## config.mk

```make
export PLATFORM = sky130hd
export DESIGN_NAME = msrb_bank
export DESIGN_NICKNAME = d
export VERILOG_FILES = /design/src/hw/msrb_pkg.sv /design/src/hw/msrb_mem_if.sv /design/src/hw/msrb_bank.sv /design/src/hw/msrb_xmem_seq.sv
export SDC_FILE = /design/constraint.sdc
export NUM_CORES = 1
export LEC_CHECK = 0
export ABC_CLOCK_PERIOD_IN_PS = 2500
export BUFFER_PORTS_ARGS = -buffer_cell sky130_fd_sc_hd__buf_2
export CAP_MARGIN = 20
export CELL_PAD_IN_SITES_DETAIL_PLACEMENT = 1
export CELL_PAD_IN_SITES_GLOBAL_PLACEMENT = 1
export CORE_AREA = 8 8 103 105
export DETAILED_ROUTE_END_ITERATION = 8
export DIE_AREA = 0 0 111 113
export HOLD_SLACK_MARGIN = 0.06
export PLACE_DENSITY = 0.77
export SETUP_SLACK_MARGIN = 0.15
export SYNTH_ARGS = -nofsm -noshare
export SYNTH_HDL_FRONTEND = slang
export SYNTH_SLANG_ARGS = --single-unit
```

## constraint.sdc

```tcl
create_clock -name sys_clk -period 2.5 [get_ports sys_clk]
set_clock_uncertainty 0.1 [all_clocks]
set_input_delay 0.25 -clock sys_clk [delete_from_list [all_inputs] [get_ports sys_clk]]
set_output_delay 0.25 -clock sys_clk [all_outputs]
set_load 0.005 [all_outputs]
```

## src/hw/msrb_pkg.sv

```systemverilog
// Package with offsets, field positions and reset values of the special register bank
package msrb_pkg;

  localparam logic [7:0] ADDR_STRETCH     = 8'h8E;
  localparam logic [7:0] ADDR_ERASE_TRIG  = 8'h94;
  localparam logic [7:0] ADDR_EE_DATA     = 8'h9E;
  localparam logic [7:0] ADDR_EE_CTRL     = 8'h9F;
  localparam logic [7:0] ADDR_FLASH_CTRL  = 8'hB2;
  localparam logic [7:0] ADDR_BANK_SEL    = 8'hB6;
  localparam logic [7:0] ADDR_PAGE_ADDR   = 8'hB7;
  localparam logic [7:0] ADDR_EVENT_FLAGS = 8'hE8;
  localparam logic [7:0] ADDR_INPUT_WDOG  = 8'hF8;

  localparam logic [2:0] STRETCH_RESET    = 3'h1;
  localparam logic [7:0] PAGE_ADDR_RESET  = 8'h00;
  localparam logic [7:0] PAGE_LAST        = 8'h7F;

  localparam int FC_PWE    = 0;
  localparam int FC_MEEN   = 1;
  localparam int FC_SECURE = 6;
  localparam int FC_PREBT  = 7;

  localparam int FL_XFER   = 0;
  localparam int FL_RTC    = 1;
  localparam int FL_COL1   = 2;
  localparam int FL_COL0   = 3;
  localparam int FL_PB     = 4;
  localparam int FL_WAKE   = 5;
  localparam int FL_PLLR   = 6;
  localparam int FL_PLLF   = 7;

  localparam int IW_WDOG   = 7;

  typedef enum logic [3:0] {
    MX_IDLE  = 4'b0001,
    MX_ADDR  = 4'b0010,
    MX_STRB  = 4'b0100,
    MX_DONE  = 4'b1000
  } msrb_mx_state_t;

endpackage

```

## src/hw/msrb_mem_if.sv

```systemverilog
// Interface between the bank and its external data memory strobe sequencer
`timescale 1ns/1ps
interface msrb_mem_if;
  logic       start;
  logic       is_write;
  logic [2:0] stretch;
  logic       busy;
  logic       addr_phase;
  logic       rd_strobe;
  logic       wr_strobe;
  logic       done;

  modport bank (output start, output is_write, output stretch,
                input busy, input addr_phase, input rd_strobe, input wr_strobe, input done);
  modport seq  (input start, input is_write, input stretch,
                output busy, output addr_phase, output rd_strobe, output wr_strobe,
                output done);
endinterface

```

## src/hw/msrb_bank.sv

```systemverilog
// Device-specific special function register bank of the MPU core
`timescale 1ns/1ps

//////////////////////////////////////////////////////////////////////////////
module msrb_bank
(
  input  wire logic        sys_clk,
  input  wire logic        rst,
  input  wire logic [7:0]  sfr_addr,
  input  wire logic        sfr_wr,
  input  wire logic        sfr_rd,
  input  wire logic [7:0]  sfr_wdata,
  output      logic [7:0]  sfr_rdata,
  output      logic        sfr_hit,
  input  wire logic        xmem_start,
  input  wire logic        xmem_is_write,
  input  wire logic        xmem_via_data_pointer,
  output      logic        xmem_busy,
  output      logic        xmem_addr_phase,
  output      logic        xmem_rd_strobe,
  output      logic        xmem_wr_strobe,
  output      logic        xmem_done,
  output      logic        xmem_to_flash,
  output      logic [7:0]  ee_data_out,
  output      logic [7:0]  ee_ctrl_out,
  output      logic        ee_ctrl_wr,
  input  wire logic [7:0]  ee_data_in,
  input  wire logic [7:0]  ee_status_in,
  output      logic        mass_erase_start,
  output      logic        page_erase_start,
  output      logic [6:0]  erase_page,
  output      logic [2:0]  flash_bank,
  output      logic        secure_lock,
  output      logic        ext_read_block,
  input  wire logic        preboot_active,
  input  wire logic        transfer_busy_event,
  input  wire logic        one_second_tick,
  input  wire logic        flash_write_active,
  input  wire logic        engine_busy,
  input  wire logic        engine_pass_start,
  input  wire logic        pushbutton_press,
  input  wire logic        autowake_event,
  input  wire logic        pll_rise_event,
  input  wire logic        pll_fall_event,
  input  wire logic [6:0]  external_irq_levels,
  output      logic        watchdog_restart
);

  //////////////////////////////////////////////////////////////////////////
  // Pin synchronisers for asynchronous inputs

  logic [6:0] irq_meta_reg;
  logic [6:0] irq_sync_reg;
  logic       pb_meta_reg;
  logic       pb_sync_reg;
  logic       pre_meta_reg;
  logic       pre_sync_reg;

  // Stages reset low, the idle level of these pins
  always_ff @(posedge sys_clk or posedge rst)
  begin
    if (rst)
    begin
      irq_meta_reg <= 7'h00;
      irq_sync_reg <= 7'h00;
      pb_meta_reg  <= 1'b0;
      pb_sync_reg  <= 1'b0;
      pre_meta_reg <= 1'b0;
      pre_sync_reg <= 1'b0;
    end
    else
    begin
      irq_meta_reg <= external_irq_levels;
      irq_sync_reg <= irq_meta_reg;
      pb_meta_reg  <= pushbutton_press;
      pb_sync_reg  <= pb_meta_reg;
      pre_meta_reg <= preboot_active;
      pre_sync_reg <= pre_meta_reg;
    end
  end

  //////////////////////////////////////////////////////////////////////////
  // Address decode

  function automatic logic wr_at(input logic [7:0] a, input logic w, input logic [7:0] off);
    wr_at = w && (a == off);
  endfunction

  logic wr_stretch;
  logic wr_erase;
  logic wr_eed;
  logic wr_eec;
  logic wr_fctl;
  logic wr_bank;
  logic wr_page;
  logic wr_flags;
  logic wr_iw;

  assign wr_stretch = wr_at(sfr_addr, sfr_wr, msrb_pkg::ADDR_STRETCH);
  assign wr_erase   = wr_at(sfr_addr, sfr_wr, msrb_pkg::ADDR_ERASE_TRIG);
  assign wr_eed     = wr_at(sfr_addr, sfr_wr, msrb_pkg::ADDR_EE_DATA);
  assign wr_eec     = wr_at(sfr_addr, sfr_wr, msrb_pkg::ADDR_EE_CTRL);
  assign wr_fctl    = wr_at(sfr_addr, sfr_wr, msrb_pkg::ADDR_FLASH_CTRL);
  assign wr_bank    = wr_at(sfr_addr, sfr_wr, msrb_pkg::ADDR_BANK_SEL);
  assign wr_page    = wr_at(sfr_addr, sfr_wr, msrb_pkg::ADDR_PAGE_ADDR);
  assign wr_flags   = wr_at(sfr_addr, sfr_wr, msrb_pkg::ADDR_EVENT_FLAGS);
  assign wr_iw      = wr_at(sfr_addr, sfr_wr, msrb_pkg::ADDR_INPUT_WDOG);

  //////////////////////////////////////////////////////////////////////////
  // Control registers

  logic [2:0] stretch_reg;
  logic [2:0] stretch_next;
  logic [7:0] eed_reg;
  logic [7:0] eed_next;
  logic [7:0] eec_reg;
  logic [7:0] eec_next;
  logic       pwe_reg;
  logic       pwe_next;
  logic       meen_reg;
  logic       meen_next;
  logic       secure_reg;
  logic       secure_next;
  logic [2:0] bank_reg;
  logic [2:0] bank_next;
  logic [7:0] page_reg;
  logic [7:0] page_next;
  logic       mass_reg;
  logic       mass_next;
  logic       pgers_reg;
  logic       pgers_next;
  logic       wdog_reg;
  logic       wdog_next;

  always_comb
  begin
    stretch_next = stretch_reg;
    eed_next     = eed_reg;
    eec_next     = eec_reg;
    pwe_next     = pwe_reg;
    meen_next    = meen_reg;
    secure_next  = secure_reg;
    bank_next    = bank_reg;
    page_next    = page_reg;
    mass_next    = 1'b0;
    pgers_next   = 1'b0;
    wdog_next    = 1'b0;
    if (wr_stretch)
      stretch_next = sfr_wdata[2:0];
    if (wr_eed)
      eed_next = sfr_wdata;
    if (wr_eec)
      eec_next = sfr_wdata;
    if (wr_bank)
      bank_next = sfr_wdata[2:0];
    // Erase engine takes the page during the pulse; clear it afterwards
    if (pgers_reg)
    begin
      page_next = msrb_pkg::PAGE_ADDR_RESET;
    end
    if (wr_page)
      page_next = sfr_wdata & msrb_pkg::PAGE_LAST;
    if (wr_fctl)
    begin
      pwe_next = sfr_wdata[msrb_pkg::FC_PWE];
      meen_next = sfr_wdata[msrb_pkg::FC_MEEN];
      if (sfr_wdata[msrb_pkg::FC_SECURE])
        secure_next = 1'b1;
    end
    if (wr_erase)
    begin
      // Mass erase when armed, else page erase
      if (meen_reg)
      begin
        mass_next = 1'b1;
        meen_next = 1'b0;
      end
      else
      begin
        pgers_next = 1'b1;
      end
    end
    if (wr_iw && sfr_wdata[msrb_pkg::IW_WDOG])
      wdog_next = 1'b1;
  end

  always_ff @(posedge sys_clk or posedge rst)
  begin
    if (rst)
    begin
      stretch_reg <= msrb_pkg::STRETCH_RESET;
      eed_reg     <= 8'h00;
      eec_reg     <= 8'h00;
      pwe_reg     <= 1'b0;
      meen_reg    <= 1'b0;
      secure_reg  <= 1'b0;
      bank_reg    <= 3'h0;
      page_reg    <= msrb_pkg::PAGE_ADDR_RESET;
      mass_reg    <= 1'b0;
      pgers_reg   <= 1'b0;
      wdog_reg    <= 1'b0;
    end
    else
    begin
      stretch_reg <= stretch_next;
      eed_reg     <= eed_next;
      eec_reg     <= eec_next;
      pwe_reg     <= pwe_next;
      meen_reg    <= meen_next;
      secure_reg  <= secure_next;
      bank_reg    <= bank_next;
      page_reg    <= page_next;
      mass_reg    <= mass_next;
      pgers_reg   <= pgers_next;
      wdog_reg    <= wdog_next;
    end
  end

  //////////////////////////////////////////////////////////////////////////
  // Event flags; a hardware set beats a software clear

  logic [7:0] flags_reg;
  logic [7:0] flags_next;
  logic [7:0] flag_set;
  logic       pb_prev_reg;
  logic       pb_prev_next;

  always_comb
  begin
    flag_set = 8'h00;
    flag_set[msrb_pkg::FL_XFER] = transfer_busy_event;
    flag_set[msrb_pkg::FL_RTC]  = one_second_tick;
    flag_set[msrb_pkg::FL_COL1] = flash_write_active && engine_busy;
    flag_set[msrb_pkg::FL_COL0] = flash_write_active && engine_pass_start;
    // Pushbutton flag sets on the synchronised rising edge only
    flag_set[msrb_pkg::FL_PB]   = pb_sync_reg && !pb_prev_reg;
    flag_set[msrb_pkg::FL_WAKE] = autowake_event;
    flag_set[msrb_pkg::FL_PLLR] = pll_rise_event;
    flag_set[msrb_pkg::FL_PLLF] = pll_fall_event;
    pb_prev_next = pb_sync_reg;
    flags_next = flags_reg;
    // Ones written are ignored, zeros clear
    if (wr_flags)
      flags_next = flags_reg & sfr_wdata;
    flags_next = flags_next | flag_set;
  end

  always_ff @(posedge sys_clk or posedge rst)
  begin
    if (rst)
    begin
      flags_reg   <= 8'h00;
      pb_prev_reg <= 1'b0;
    end
    else
    begin
      flags_reg   <= flags_next;
      pb_prev_reg <= pb_prev_next;
    end
  end

  //////////////////////////////////////////////////////////////////////////
  // Read mux, combinational in the same access

  always_comb
  begin
    sfr_rdata = 8'h00;
    sfr_hit   = 1'b1;
    case (sfr_addr)
      msrb_pkg::ADDR_STRETCH:     sfr_rdata = {5'h00, stretch_reg};
      msrb_pkg::ADDR_EE_DATA:     sfr_rdata = ee_data_in;
      msrb_pkg::ADDR_EE_CTRL:     sfr_rdata = ee_status_in;
      msrb_pkg::ADDR_FLASH_CTRL:
        sfr_rdata = {pre_sync_reg, secure_reg, 5'h00, pwe_reg};
      msrb_pkg::ADDR_BANK_SEL:    sfr_rdata = {5'h00, bank_reg};
      msrb_pkg::ADDR_PAGE_ADDR:   sfr_rdata = page_reg;
      msrb_pkg::ADDR_EVENT_FLAGS: sfr_rdata = flags_reg;
      msrb_pkg::ADDR_INPUT_WDOG:  sfr_rdata = {1'b0, irq_sync_reg};
      msrb_pkg::ADDR_ERASE_TRIG:  sfr_rdata = 8'h00;
      default:                    sfr_hit   = 1'b0;
    endcase
    if (!sfr_rd)
      sfr_rdata = 8'h00;
  end

  //////////////////////////////////////////////////////////////////////////
  // External data memory sequencing

  msrb_mem_if mem_if ();

  assign mem_if.start    = xmem_start;
  assign mem_if.is_write = xmem_is_write;
  assign mem_if.stretch  = stretch_reg;

  msrb_xmem_seq u_seq
  (
    .sys_clk (sys_clk),
    .rst     (rst),
    .mem     (mem_if.seq)
  );

  assign xmem_busy       = mem_if.busy;
  assign xmem_addr_phase = mem_if.addr_phase;
  assign xmem_rd_strobe  = mem_if.rd_strobe;
  assign xmem_wr_strobe  = mem_if.wr_strobe;
  assign xmem_done       = mem_if.done;
  // Flash route follows the current store, not a latched copy
  assign xmem_to_flash   = pwe_reg && xmem_is_write && xmem_via_data_pointer;

  assign ee_data_out      = eed_reg;
  assign ee_ctrl_out      = eec_reg;
  assign ee_ctrl_wr       = wr_eec;
  assign mass_erase_start = mass_reg;
  assign page_erase_start = pgers_reg;
  assign erase_page       = page_reg[6:0];
  assign flash_bank       = bank_reg;
  assign secure_lock      = secure_reg;
  assign ext_read_block   = secure_reg;
  assign watchdog_restart = wdog_reg;

endmodule

```

## src/hw/msrb_xmem_seq.sv

```systemverilog
// Strobe sequencer for stretched external data memory cycles
`timescale 1ns/1ps
module msrb_xmem_seq
(
  input  wire logic   sys_clk,
  input  wire logic   rst,
  msrb_mem_if.seq     mem
);

  msrb_pkg::msrb_mx_state_t state_reg;
  msrb_pkg::msrb_mx_state_t state_next;
  logic [3:0]               cnt_reg;
  logic [3:0]               cnt_next;
  logic                     wr_reg;
  logic                     wr_next;
  logic [3:0]               s_ext;

  assign s_ext = {1'b0, mem.stretch};

  // Strobe length: read s+1, write 1 for s<2 else s
  function automatic logic [3:0] strobe_len(input logic w, input logic [3:0] s);
    if (!w)
      strobe_len = s + 4'h1;
    else if (s < 4'h2)
      strobe_len = 4'h1;
    else
      strobe_len = s;
  endfunction

  always_comb
  begin
    state_next = state_reg;
    cnt_next   = cnt_reg;
    wr_next    = wr_reg;
    case (state_reg)
      msrb_pkg::MX_IDLE:
      begin
        if (mem.start)
        begin
          state_next = msrb_pkg::MX_ADDR;
          wr_next    = mem.is_write;
          // Address phase overlaps strobe; count address-only lead cycles
          // Read: address s+1 = strobe s+1, lead 0; write: s+2 vs strobe
          cnt_next   = mem.is_write ? (s_ext + 4'h2 - strobe_len(1'b1, s_ext)) : 4'h0;
          if (!mem.is_write)
          begin
            state_next = msrb_pkg::MX_STRB;
            cnt_next   = strobe_len(1'b0, s_ext);
          end
        end
      end
      msrb_pkg::MX_ADDR:
      begin
        if (cnt_reg <= 4'h1)
        begin
          state_next = msrb_pkg::MX_STRB;
          cnt_next   = strobe_len(1'b1, s_ext);
        end
        else
          cnt_next = cnt_reg - 4'h1;
      end
      msrb_pkg::MX_STRB:
      begin
        if (cnt_reg <= 4'h1)
          state_next = msrb_pkg::MX_DONE;
        else
          cnt_next = cnt_reg - 4'h1;
      end
      msrb_pkg::MX_DONE:
        state_next = msrb_pkg::MX_IDLE;
      default:
        state_next = msrb_pkg::MX_IDLE;
    endcase
  end

  always_ff @(posedge sys_clk or posedge rst)
  begin
    if (rst)
    begin
      state_reg <= msrb_pkg::MX_IDLE;
      cnt_reg   <= 4'h0;
      wr_reg    <= 1'b0;
    end
    else
    begin
      state_reg <= state_next;
      cnt_reg   <= cnt_next;
      wr_reg    <= wr_next;
    end
  end

  assign mem.busy       = (state_reg != msrb_pkg::MX_IDLE);
  assign mem.addr_phase = (state_reg == msrb_pkg::MX_ADDR) || (state_reg == msrb_pkg::MX_STRB);
  assign mem.rd_strobe  = (state_reg == msrb_pkg::MX_STRB) && !wr_reg;
  assign mem.wr_strobe  = (state_reg == msrb_pkg::MX_STRB) && wr_reg;
  assign mem.done       = (state_reg == msrb_pkg::MX_DONE);

endmodule

```

==> metrics.txt, run 1 <==
post-DP HPWL 7.99 mm; Synth Area per Inst 10.8 sq um; post-synthesis register bit count 71; Final Util 0.514; Synth area leaders dfrtp_1, nand2_1, mux2_2; largest net degree at the start of global routing 54; antenna violations before repair 0; Placer Congestion 0.854; sequential area share after synthesis 0.508; vias in the first global route 3286; IO buf count 102; endpoint class of the critical path output port; Hold Path Class input pin to flip-flop; Slew Limit Headroom 0.630; setup tns final 0 ns; final instance area 4620 sq um; area leader, netlist dfrtp_1; CTS tree yes; worst r2r src u_seq.cnt_reg[0]$_DFFE_PP0P_; Max Freq 447 MHz; asr flop ratio synth 1.00; WP data required 2.15 ns; die area 12500 sq um; Initial Util 0.390; Worst Max-Slew Pin Slew 0.554 ns; Pleak 2.32 nW; clock sinks 71; core region area 8980 sq um; PostCTS Resize Cnt 0; Core Rows 35; Layout area overhead 31.9%; EDFF count, synth 0; mapped cell area 3500 sq um; Pins Over Slew Limit 0; maximum VDD drop 0.460 mV; buffer depth of the longest clock path 2; gr ovfl total 0; fin crit share 0.895; Hold Vio Cnt, Final 0; setup ws final 0.263 ns; 1st-pass router iterations 4; min-delay src sfr_wdata[5]; wire per inst 18.7 um; Die Ht 113 um; # IOs 103; Iter 0 DRT Violations 123; dpl cell area 4150 sq um; RSZ-0062 raised after global routing no; Setup CP Type input pin to output port; DIE WIDTH 111 um; Arrival @ worst endpoint 1.89 ns; dominant synthesized flop cell dfrtp_1; TritonCTS buffer count 9; yosys warns 0; H-tree Lvls 3; Pwr Density 720 nW/um^2; cts hold-fix bufs 22; routed vias/inst 5.26; minimum clock period 2.24 ns; r2r setup slk 0.42 ns; synthesized instance count 324; # diodes 0; share of cells above drive strength 1 0.346; clk slew on worst S/H paths 0.08 ns; Setup crit start sfr_addr[4]; ANT nets after route 0; max cap viols 0; pre-CTS WS 0.278 ns; largest fanout on the critical path 16; clk root buf clkbuf_8; Layout Nets 516; Setup Buffers After CTS 0; Synth top area share 0.493; outcome finished clean; clock latency on the worst-skew pair 0.34 ns; total global-route track usage 0.169; Netlist cell types 64; WL final 10.7 mm; Residual DRC 0; first-pass GRT wire length 17.4 mm; via count 3006; final setup fails 0; Worst setup SP type input pin
-- routing by layer --
layer	wire [um]	vias up	GRT usage	share of wire
met5	0	-	0	0
met4	96	0	0.0414	0.0090
met3	630	10	0.0466	0.059
met2	5310	85	0.286	0.50
met1	4620	1494	0.209	0.43
li1	-	1417	-	-
-- cell usage after synthesis (all sizes together) (4+ instances only) --
master / number
ha: 4
nor3: 4
mux2i: 11
nand3: 12
o21ai: 22
buf: 8
mux2: 22
a21oi: 13
inv: 13
nand2: 48
dfrtp: 69
nor2: 18
and3: 4
a22o: 4
nand2b: 13
-- path summary, 6_finish.rpt --
path,to,cells past startpoint
worst max register to register,u_seq.cnt_reg[2]$_DFFE_PP0P_,7
min in group asynchronous,ee_data_out[4]$_DFFE_PP0P_,3
max in group asynchronous,u_seq.state_reg[0]$_DFFE_PP1P_,4
worst min register to register,irq_sync_reg[1]$_DFF_PP0_,0
worst min-delay path,page_reg[5]$_DFFE_PP0P_,3
worst max-delay path,sfr_rdata[0],7
-- final cells by class --
| class | instances | area, sq um |
|---|---|---|
| Timing Repair Buffer | 128 | 773 |
| Multi-Input combinational cell | 232 | 1630 |
| Tap cell | 111 | 139 |
| Fill cell | 1016 | 4360 |
| Sequential cell | 71 | 1780 |
| Clock buffer | 9 | 124 |
| Inverter | 13 | 48.8 |
| Clock inverter | 7 | 128 |
-- through the flow --
step	power [W]	std cells	hold WS, ns
2_1_floorplan	0.00192	326	0.181
3_3_place_gp	0.00214	533	0.175
3_5_place_dp	0.00218	533	0.179
4_1_cts	0.00336	571	0.0705
5_1_grt	0.00350	571	0.0827
6_report	0.00333	571	0.0850
-- worst max-delay path, cell delays in order --
cell and delay (ns):
buf_2 0.31, and4bb_2 0.33, o21bai_1 0.15, a21oi_1 0.14
o31ai_4 0.45, a21oi_1 0.10, buf_2 0.16
-- layout by cell type, fill, tap and decap left out, types with 4 or more instances in the layout --
cell type / n
buf_2: 102
dfrtp_1: 69
nand2_1: 46
dlygate4sd3_1: 22
o21ai_0: 19
nor2_1: 18
mux2_2: 14
a21oi_1: 13
nand2b_1: 13
inv_1: 12
nand3_1: 12
mux2i_1: 11
clkbuf_8: 9
mux2_4: 8
nor3_1: 4
a22o_1: 4
and3_1: 4
ha_1: 4
-- report_power, final --
part | total (W) | internal [W] | switching (W)
registers | 0.00139 | 0.00127 | 0.000128
logic | 0.000790 | 0.000377 | 0.000413
clock network | 0.00114 | 0.000677 | 0.000466
-- kinds of logic (layout without fill, tap and decap cells) --
family	after synthesis	in the layout	share of synthesized area
other	1	3	0.00107
adders and majority gates	5	5	0.0200
DFF	71	71	0.508
buffers and inverters	23	157	0.0297
AOI/OAI and AO/OA	66	66	0.133
and+or+nand+nor	124	124	0.195
xor gates and xnor gates	1	1	0.00250
muxes	33	33	0.111
No activity file was read; power rests on OpenSTA's default activity.
==> run 2, diff against run 1 <==
==> constraint.sdc (replaced) <==
create_clock -name sys_clk -period 2.5 [get_ports sys_clk]
set_clock_uncertainty 0.1 [all_clocks]
set_input_delay 0.375 -clock sys_clk [delete_from_list [all_inputs] [get_ports sys_clk]]
set_output_delay 0.375 -clock sys_clk [all_outputs]
set_load 0.005 [all_outputs]
==> run 2 against run 1 <==
Against the previous run: utilization shrank 1.3 points; register-to-register slack better by 0.03 ns; hold slack improved by 0.029 ns; via count down 1.9%; global-route usage increased by 0.61 points; power shrank 4.4%; die area is the same; maximum frequency decreased by 2.1%; wire length is 1.0% higher; worst setup slack lost 0.048 ns.
==> metrics.txt, run 2 (synthesis results as in run 1) <==
setup ws final 0.215 ns (-0.0481 ns); Residual DRC 0 (unchanged); endpoint class of the critical path output port; outcome finished clean; RSZ-0062 raised after global routing no; Iter 0 DRT Violations 137 (+11%); minimum clock period 2.29 ns (+0.0481 ns); 1st-pass router iterations 4 (unchanged); Placer Congestion 0.805 (-5.7%); total global-route track usage 0.175 (+0.00608); most common cell after layout, fill and taps aside buf_2; filler instances 1017 (+0.098%); Layout Nets 508 (-1.6%); die area 12500 sq um (unchanged); pre-CTS WS 0.244 ns (-0.0344 ns); wire per inst 19.1 um (+2.5%); largest fanout on the critical path 7 (-9); WL final 10.8 mm (+1.0%); vias in the first global route 3343 (+1.7%); clk slew on worst S/H paths 0.08 ns (about the same); Worst Max-Slew Pin Slew 0.513 ns (-0.0406 ns); Initial Util 0.390 (unchanged); final setup fails 0 (unchanged); H-tree Lvls 3 (unchanged); first-pass GRT wire length 17.8 mm (+2.2%); clock sinks 71 (unchanged); clk root buf clkbuf_8; routed vias/inst 5.24 (-0.50%); CP max-delay cell and4_1; max cap viols 0 (unchanged); ANT nets after route 0 (unchanged); clock latency on the worst-skew pair 0.35 ns (about the same); IO buf count 102 (unchanged); Layout area overhead 28.7%; most frequent cells in the layout buf_2, dfrtp_1, nand2_1, o21ai_0, nor2_1; Setup CP Type input pin to output port; post-DP HPWL 8.21 mm (+2.8%); CP cell instances buf_2 -> and2b_1 -> and4_1 -> and2b_4 -> a21oi_1 -> a21oi_1 -> buf_2; Max Freq 438 MHz (-2.1%); CTS tree yes; Slew Limit Headroom 0.655 (+0.0258); Die Ht 113 um (unchanged); via count 2949 (-1.9%); core region area 8980 sq um (unchanged); CP max stage delay 0.40 ns (-0.05 ns); maximum VDD drop 0.307 mV (-33%); Core Rows 35 (unchanged); share of cells above drive strength 1 0.365 (+0.0194); gr ovfl total 0 (unchanged); DIE WIDTH 111 um (unchanged); WP data required 2.03 ns (-0.12 ns); Worst setup SP type input pin; Pwr Density 706 nW/um^2 (-2.0%); largest net degree at the start of global routing 54 (unchanged); Arrival @ worst endpoint 1.81 ns (-0.08 ns); Pleak 2.28 nW (-1.9%); # diodes 0 (unchanged); WHS 0.115 ns (+0.0295 ns); Hold Vio Cnt, Final 0 (unchanged); Pins Over Slew Limit 0 (unchanged); setup tns final 0 ns (unchanged); Hold Path Class input pin to flip-flop; buffer depth of the longest clock path 2 (unchanged); antenna violations before repair 0 (unchanged); # IOs 103 (unchanged); r2r setup slk 0.45 ns (+0.03 ns); fin crit share 0.914 (+0.0192); TritonCTS buffer count 9 (unchanged)
run 2: cell count changes in the layout (fill, tap and decap cells not counted):
| cell | previous run | this run |
|---|---|---|
| a21oi_1 | 13 | 12 |
| a21oi_2 | 0 | 1 |
| buf_4 | 3 | 6 |
| buf_6 | 0 | 1 |
| bufinv_16 | 3 | 2 |
| clkinv_2 | 0 | 2 |
| clkinv_4 | 2 | 1 |
| clkinvlp_4 | 0 | 1 |
| dlygate4sd3_1 | 22 | 10 |
| inv_8 | 1 | 0 |
| nor2_1 | 18 | 17 |
| nor2_2 | 0 | 1 |
run 2: final cells by class:
class                   count  area [sq um]  area share
inverters                  13          48.8      0.0108
clock inverters             7          95.1      0.0211
well taps                 111           139      0.0308
clock buffers               9           124      0.0275
repair buffers            120           687       0.152
flip-flops and latches     71          1780       0.395
multi-input cells         232          1630       0.362
run 2: repair_timing:
action	in CTS	in global routing
setup buffers	0	1
hold buffers	10	0
endpoints found under the hold margin	27	0
gates resized for setup	0	3
endpoints found under the setup margin	0	5
run 2: report_power, final:
group	internal, W	total, W	switching (W)
Sequential	0.00127	0.00139	0.000124
Clock	0.000563	0.00102	0.000455
Combinational	0.000367	0.000771	0.000404
run 2: layer usage:
layer	up-vias	share of wire	GRT usage
li1	1387	-	-
met1	1448	0.43	0.215
met2	96	0.49	0.290
met3	18	0.058	0.0460
met4	0	0.019	0.0649
met5	-	0	0
run 2: worst paths after layout:
kind | from | end | depth (start not counted)
max | sfr_addr[5] | sfr_rdata[4] | 7
min | pll_fall_event | flags_reg[7]$_DFF_PP0_ | 2
max reg2reg | u_seq.cnt_reg[0]$_DFFE_PP0P_ | u_seq.cnt_reg[2]$_DFFE_PP0P_ | 7
min reg2reg | irq_meta_reg[5]$_DFF_PP0_ | irq_sync_reg[5]$_DFF_PP0_ | 0
max in group asynchronous | rst | u_seq.state_reg[0]$_DFFE_PP1P_ | 4
min in group asynchronous | rst | ee_ctrl_out[1]$_DFFE_PP0P_ | 3
run 2: critical path, delay by kind of cell:
| family | cells | cell delay (ns) |
|---|---|---|
| compound gates | 2 | 0.29 |
| buf+inv | 2 | 0.28 |
| simple gates | 3 | 0.86 |
run 2: per-stage QoR:
stage          power (W)  area, sq um  utilization  std cells
3_3_place_gp     0.00214         4170        0.464        536
2_1_floorplan    0.00192         3510            -        326
3_5_place_dp     0.00218         4170        0.464        536
6_report         0.00318         4510        0.502        563
4_1_cts          0.00322         4490        0.500        562
5_1_grt          0.00337         4510        0.502        563
==> run 3, diff against run 2 <==
CORE_AREA = 8 8 102 104   (was 8 8 103 105)
CTS_BUF_LIST = sky130_fd_sc_hd__clkbuf_4 sky130_fd_sc_hd__clkbuf_8   (was not set)
DIE_AREA = 0 0 110 112   (was 0 0 111 113)
PLACE_DENSITY = 0.79   (was 0.77)
==> run 3 against run 2 <==
Against the previous run: largest cell class unchanged; cell area decreased by 0.14%; sequential share of layout area up 0.055 points; wire length up 0.75%; sequential cell count unchanged; largest power group unchanged; non-clock buffer count rose by 1; power decreased by 3.8%; sequential power barely moved; clock power shrank 13%; critical path type unchanged; maximum frequency increased by 1.5%; highest routed layer unchanged.
==> metrics.txt, run 3 (synthesis results as in run 1) <==
outcome finished clean; largest net degree at the start of global routing 51 (-5.6%); Residual DRC 0 (unchanged); Hold Path Class input pin to flip-flop; Pins Over Slew Limit 0 (unchanged); most common cell after layout, fill and taps aside buf_2; gr ovfl total 0 (unchanged); Placer Congestion 0.911 (+13%); IO buf count 102 (unchanged); clk root buf clkbuf_8; largest fanout on the critical path 16 (+9); vias in the first global route 3232 (-3.3%); die area 12300 sq um (-1.8%); via count 3020 (+2.4%); 1st-pass router iterations 4 (unchanged); post-DP HPWL 8.19 mm (-0.22%); total global-route track usage 0.181 (+0.00589); TritonCTS buffer count 9 (unchanged); core region area 8890 sq um (-0.98%); Setup CP Type input pin to output port; setup tns final 0 ns (unchanged); antenna violations before repair 0 (unchanged); Max Freq 444 MHz (+1.5%); filler instances 1026 (+0.88%); Core Rows 35 (unchanged); Iter 0 DRT Violations 137 (unchanged); fin crit share 0.900 (-0.0137); final setup fails 0 (unchanged); # IOs 103 (unchanged); # diodes 0 (unchanged); pre-CTS WS 0.227 ns (-0.0163 ns); most frequent cells in the layout buf_2, dfrtp_1, nand2_1, o21ai_0, nor2_1; Hold Path Depth 2 (unchanged); DIE WIDTH 110 um (-0.90%); first-pass GRT wire length 17.5 mm (-1.7%); Pleak 2.27 nW (-0.33%); WP data required 2.03 ns (about the same); Worst setup SP type input pin; Pwr Density 680 nW/um^2 (-3.7%); setup ws final 0.249 ns (+0.0342 ns); clock latency on the worst-skew pair 0.34 ns (about the same); share of cells above drive strength 1 0.373 (+0.00802); Layout area overhead 28.5%; clock sinks 71 (unchanged); Arrival @ worst endpoint 1.78 ns (-0.03 ns); Layout Cells excl Fill 564 (+0.18%); Slew Limit Headroom 0.625 (-0.0307); Power Total 0.00306 W (-3.8%); Initial Util 0.394 (+0.00384); CTS tree yes; RSZ-0062 raised after global routing no; routed vias/inst 5.35 (+2.2%); Worst Max-Slew Pin Slew 0.559 ns (+0.0458 ns); maximum VDD drop 0.292 mV (-4.9%); clk slew on worst S/H paths 0.09 ns (about the same); minimum clock period 2.25 ns (-0.0342 ns); Reg2Reg Depth 7 (unchanged); endpoint class of the critical path output port; Die Ht 112 um (-0.88%); max cap viols 0 (unchanged); wire per inst 19.2 um (+0.57%); Hold Vio Cnt, Final 0 (unchanged); buffer depth of the longest clock path 2 (unchanged); WL final 10.8 mm (+0.75%); H-tree Lvls 3 (unchanged); ANT nets after route 0 (unchanged); Layout Nets 509 (+0.20%); placed cells 536 (unchanged)
==> run 3: cell count changes in the layout (fill, tap and decap cells not counted), sizes merged <==
cell,delta
bufinv,-2
buf,+1
inv,+3
clkinv,-1
==> run 3: path summary, 6_finish.rpt <==
kind | from | endpoint | slack, ns
setup / recovery | sfr_addr[0] | sfr_rdata[1] | 0.25
hold / removal | one_second_tick | flags_reg[1]$_DFF_PP0_ | 0.11
setup reg to reg | u_seq.cnt_reg[0]$_DFFE_PP0P_ | u_seq.cnt_reg[2]$_DFFE_PP0P_ | 0.36
hold reg to reg | irq_meta_reg[2]$_DFF_PP0_ | irq_sync_reg[2]$_DFF_PP0_ | 0.25
max in group asynchronous | rst | mem_if.stretch[0]$_DFFE_PP1P_ | 1.12
min in group asynchronous | rst | pb_meta_reg$_DFF_PP0_ | 0.47
==> run 3: power breakdown <==
group / switching, W / internal, W
registers: 0.000129 / 0.00127
clock network: 0.000502 / 0.000381
logic: 0.000413 / 0.000369
==> run 3: area by class of cell <==
cell class	count	area, sq um	area share
clock buffers	9	124	0.0275
repair buffers	121	703	0.156
clock inverters	7	62.6	0.0139
inverters	13	48.8	0.0108
well taps	111	139	0.0309
flip-flops and latches	71	1780	0.395
multi-input cells	232	1640	0.365
==> run 3: layer usage <==
| layer | up-vias | global-route usage | share of wire |
|---|---|---|---|
| li1 | 1403 | - | - |
| met1 | 1485 | 0.224 | 0.40 |
| met2 | 110 | 0.295 | 0.51 |
| met3 | 22 | 0.0399 | 0.069 |
| met4 | 0 | 0.0757 | 0.021 |
| met5 | - | 0 | 0 |
==> run 3: timing repair <==
item	in CTS	in global routing
endpoints found under the hold margin	30	0
gates resized for setup	0	5
buffers inserted	0	2
endpoints found under the setup margin	0	8
hold buffers	10	0
==> run 3: critical path, stage by stage <==
cell,delay [ns]
buf_2,0.32
nor2_1,0.11
nand3_1,0.30
o22ai_1,0.16
a21oi_1,0.26
a21oi_1,0.11
buf_2,0.14
==> run 3: metrics by stage <==
stage          utilization  hold slack, ns  cell area [sq um]
2_1_floorplan            -           0.231               3510
3_3_place_gp         0.469           0.232               4170
3_5_place_dp         0.469           0.236               4170
4_1_cts              0.501           0.110               4460
5_1_grt              0.506           0.107               4500
6_report             0.506           0.112               4500
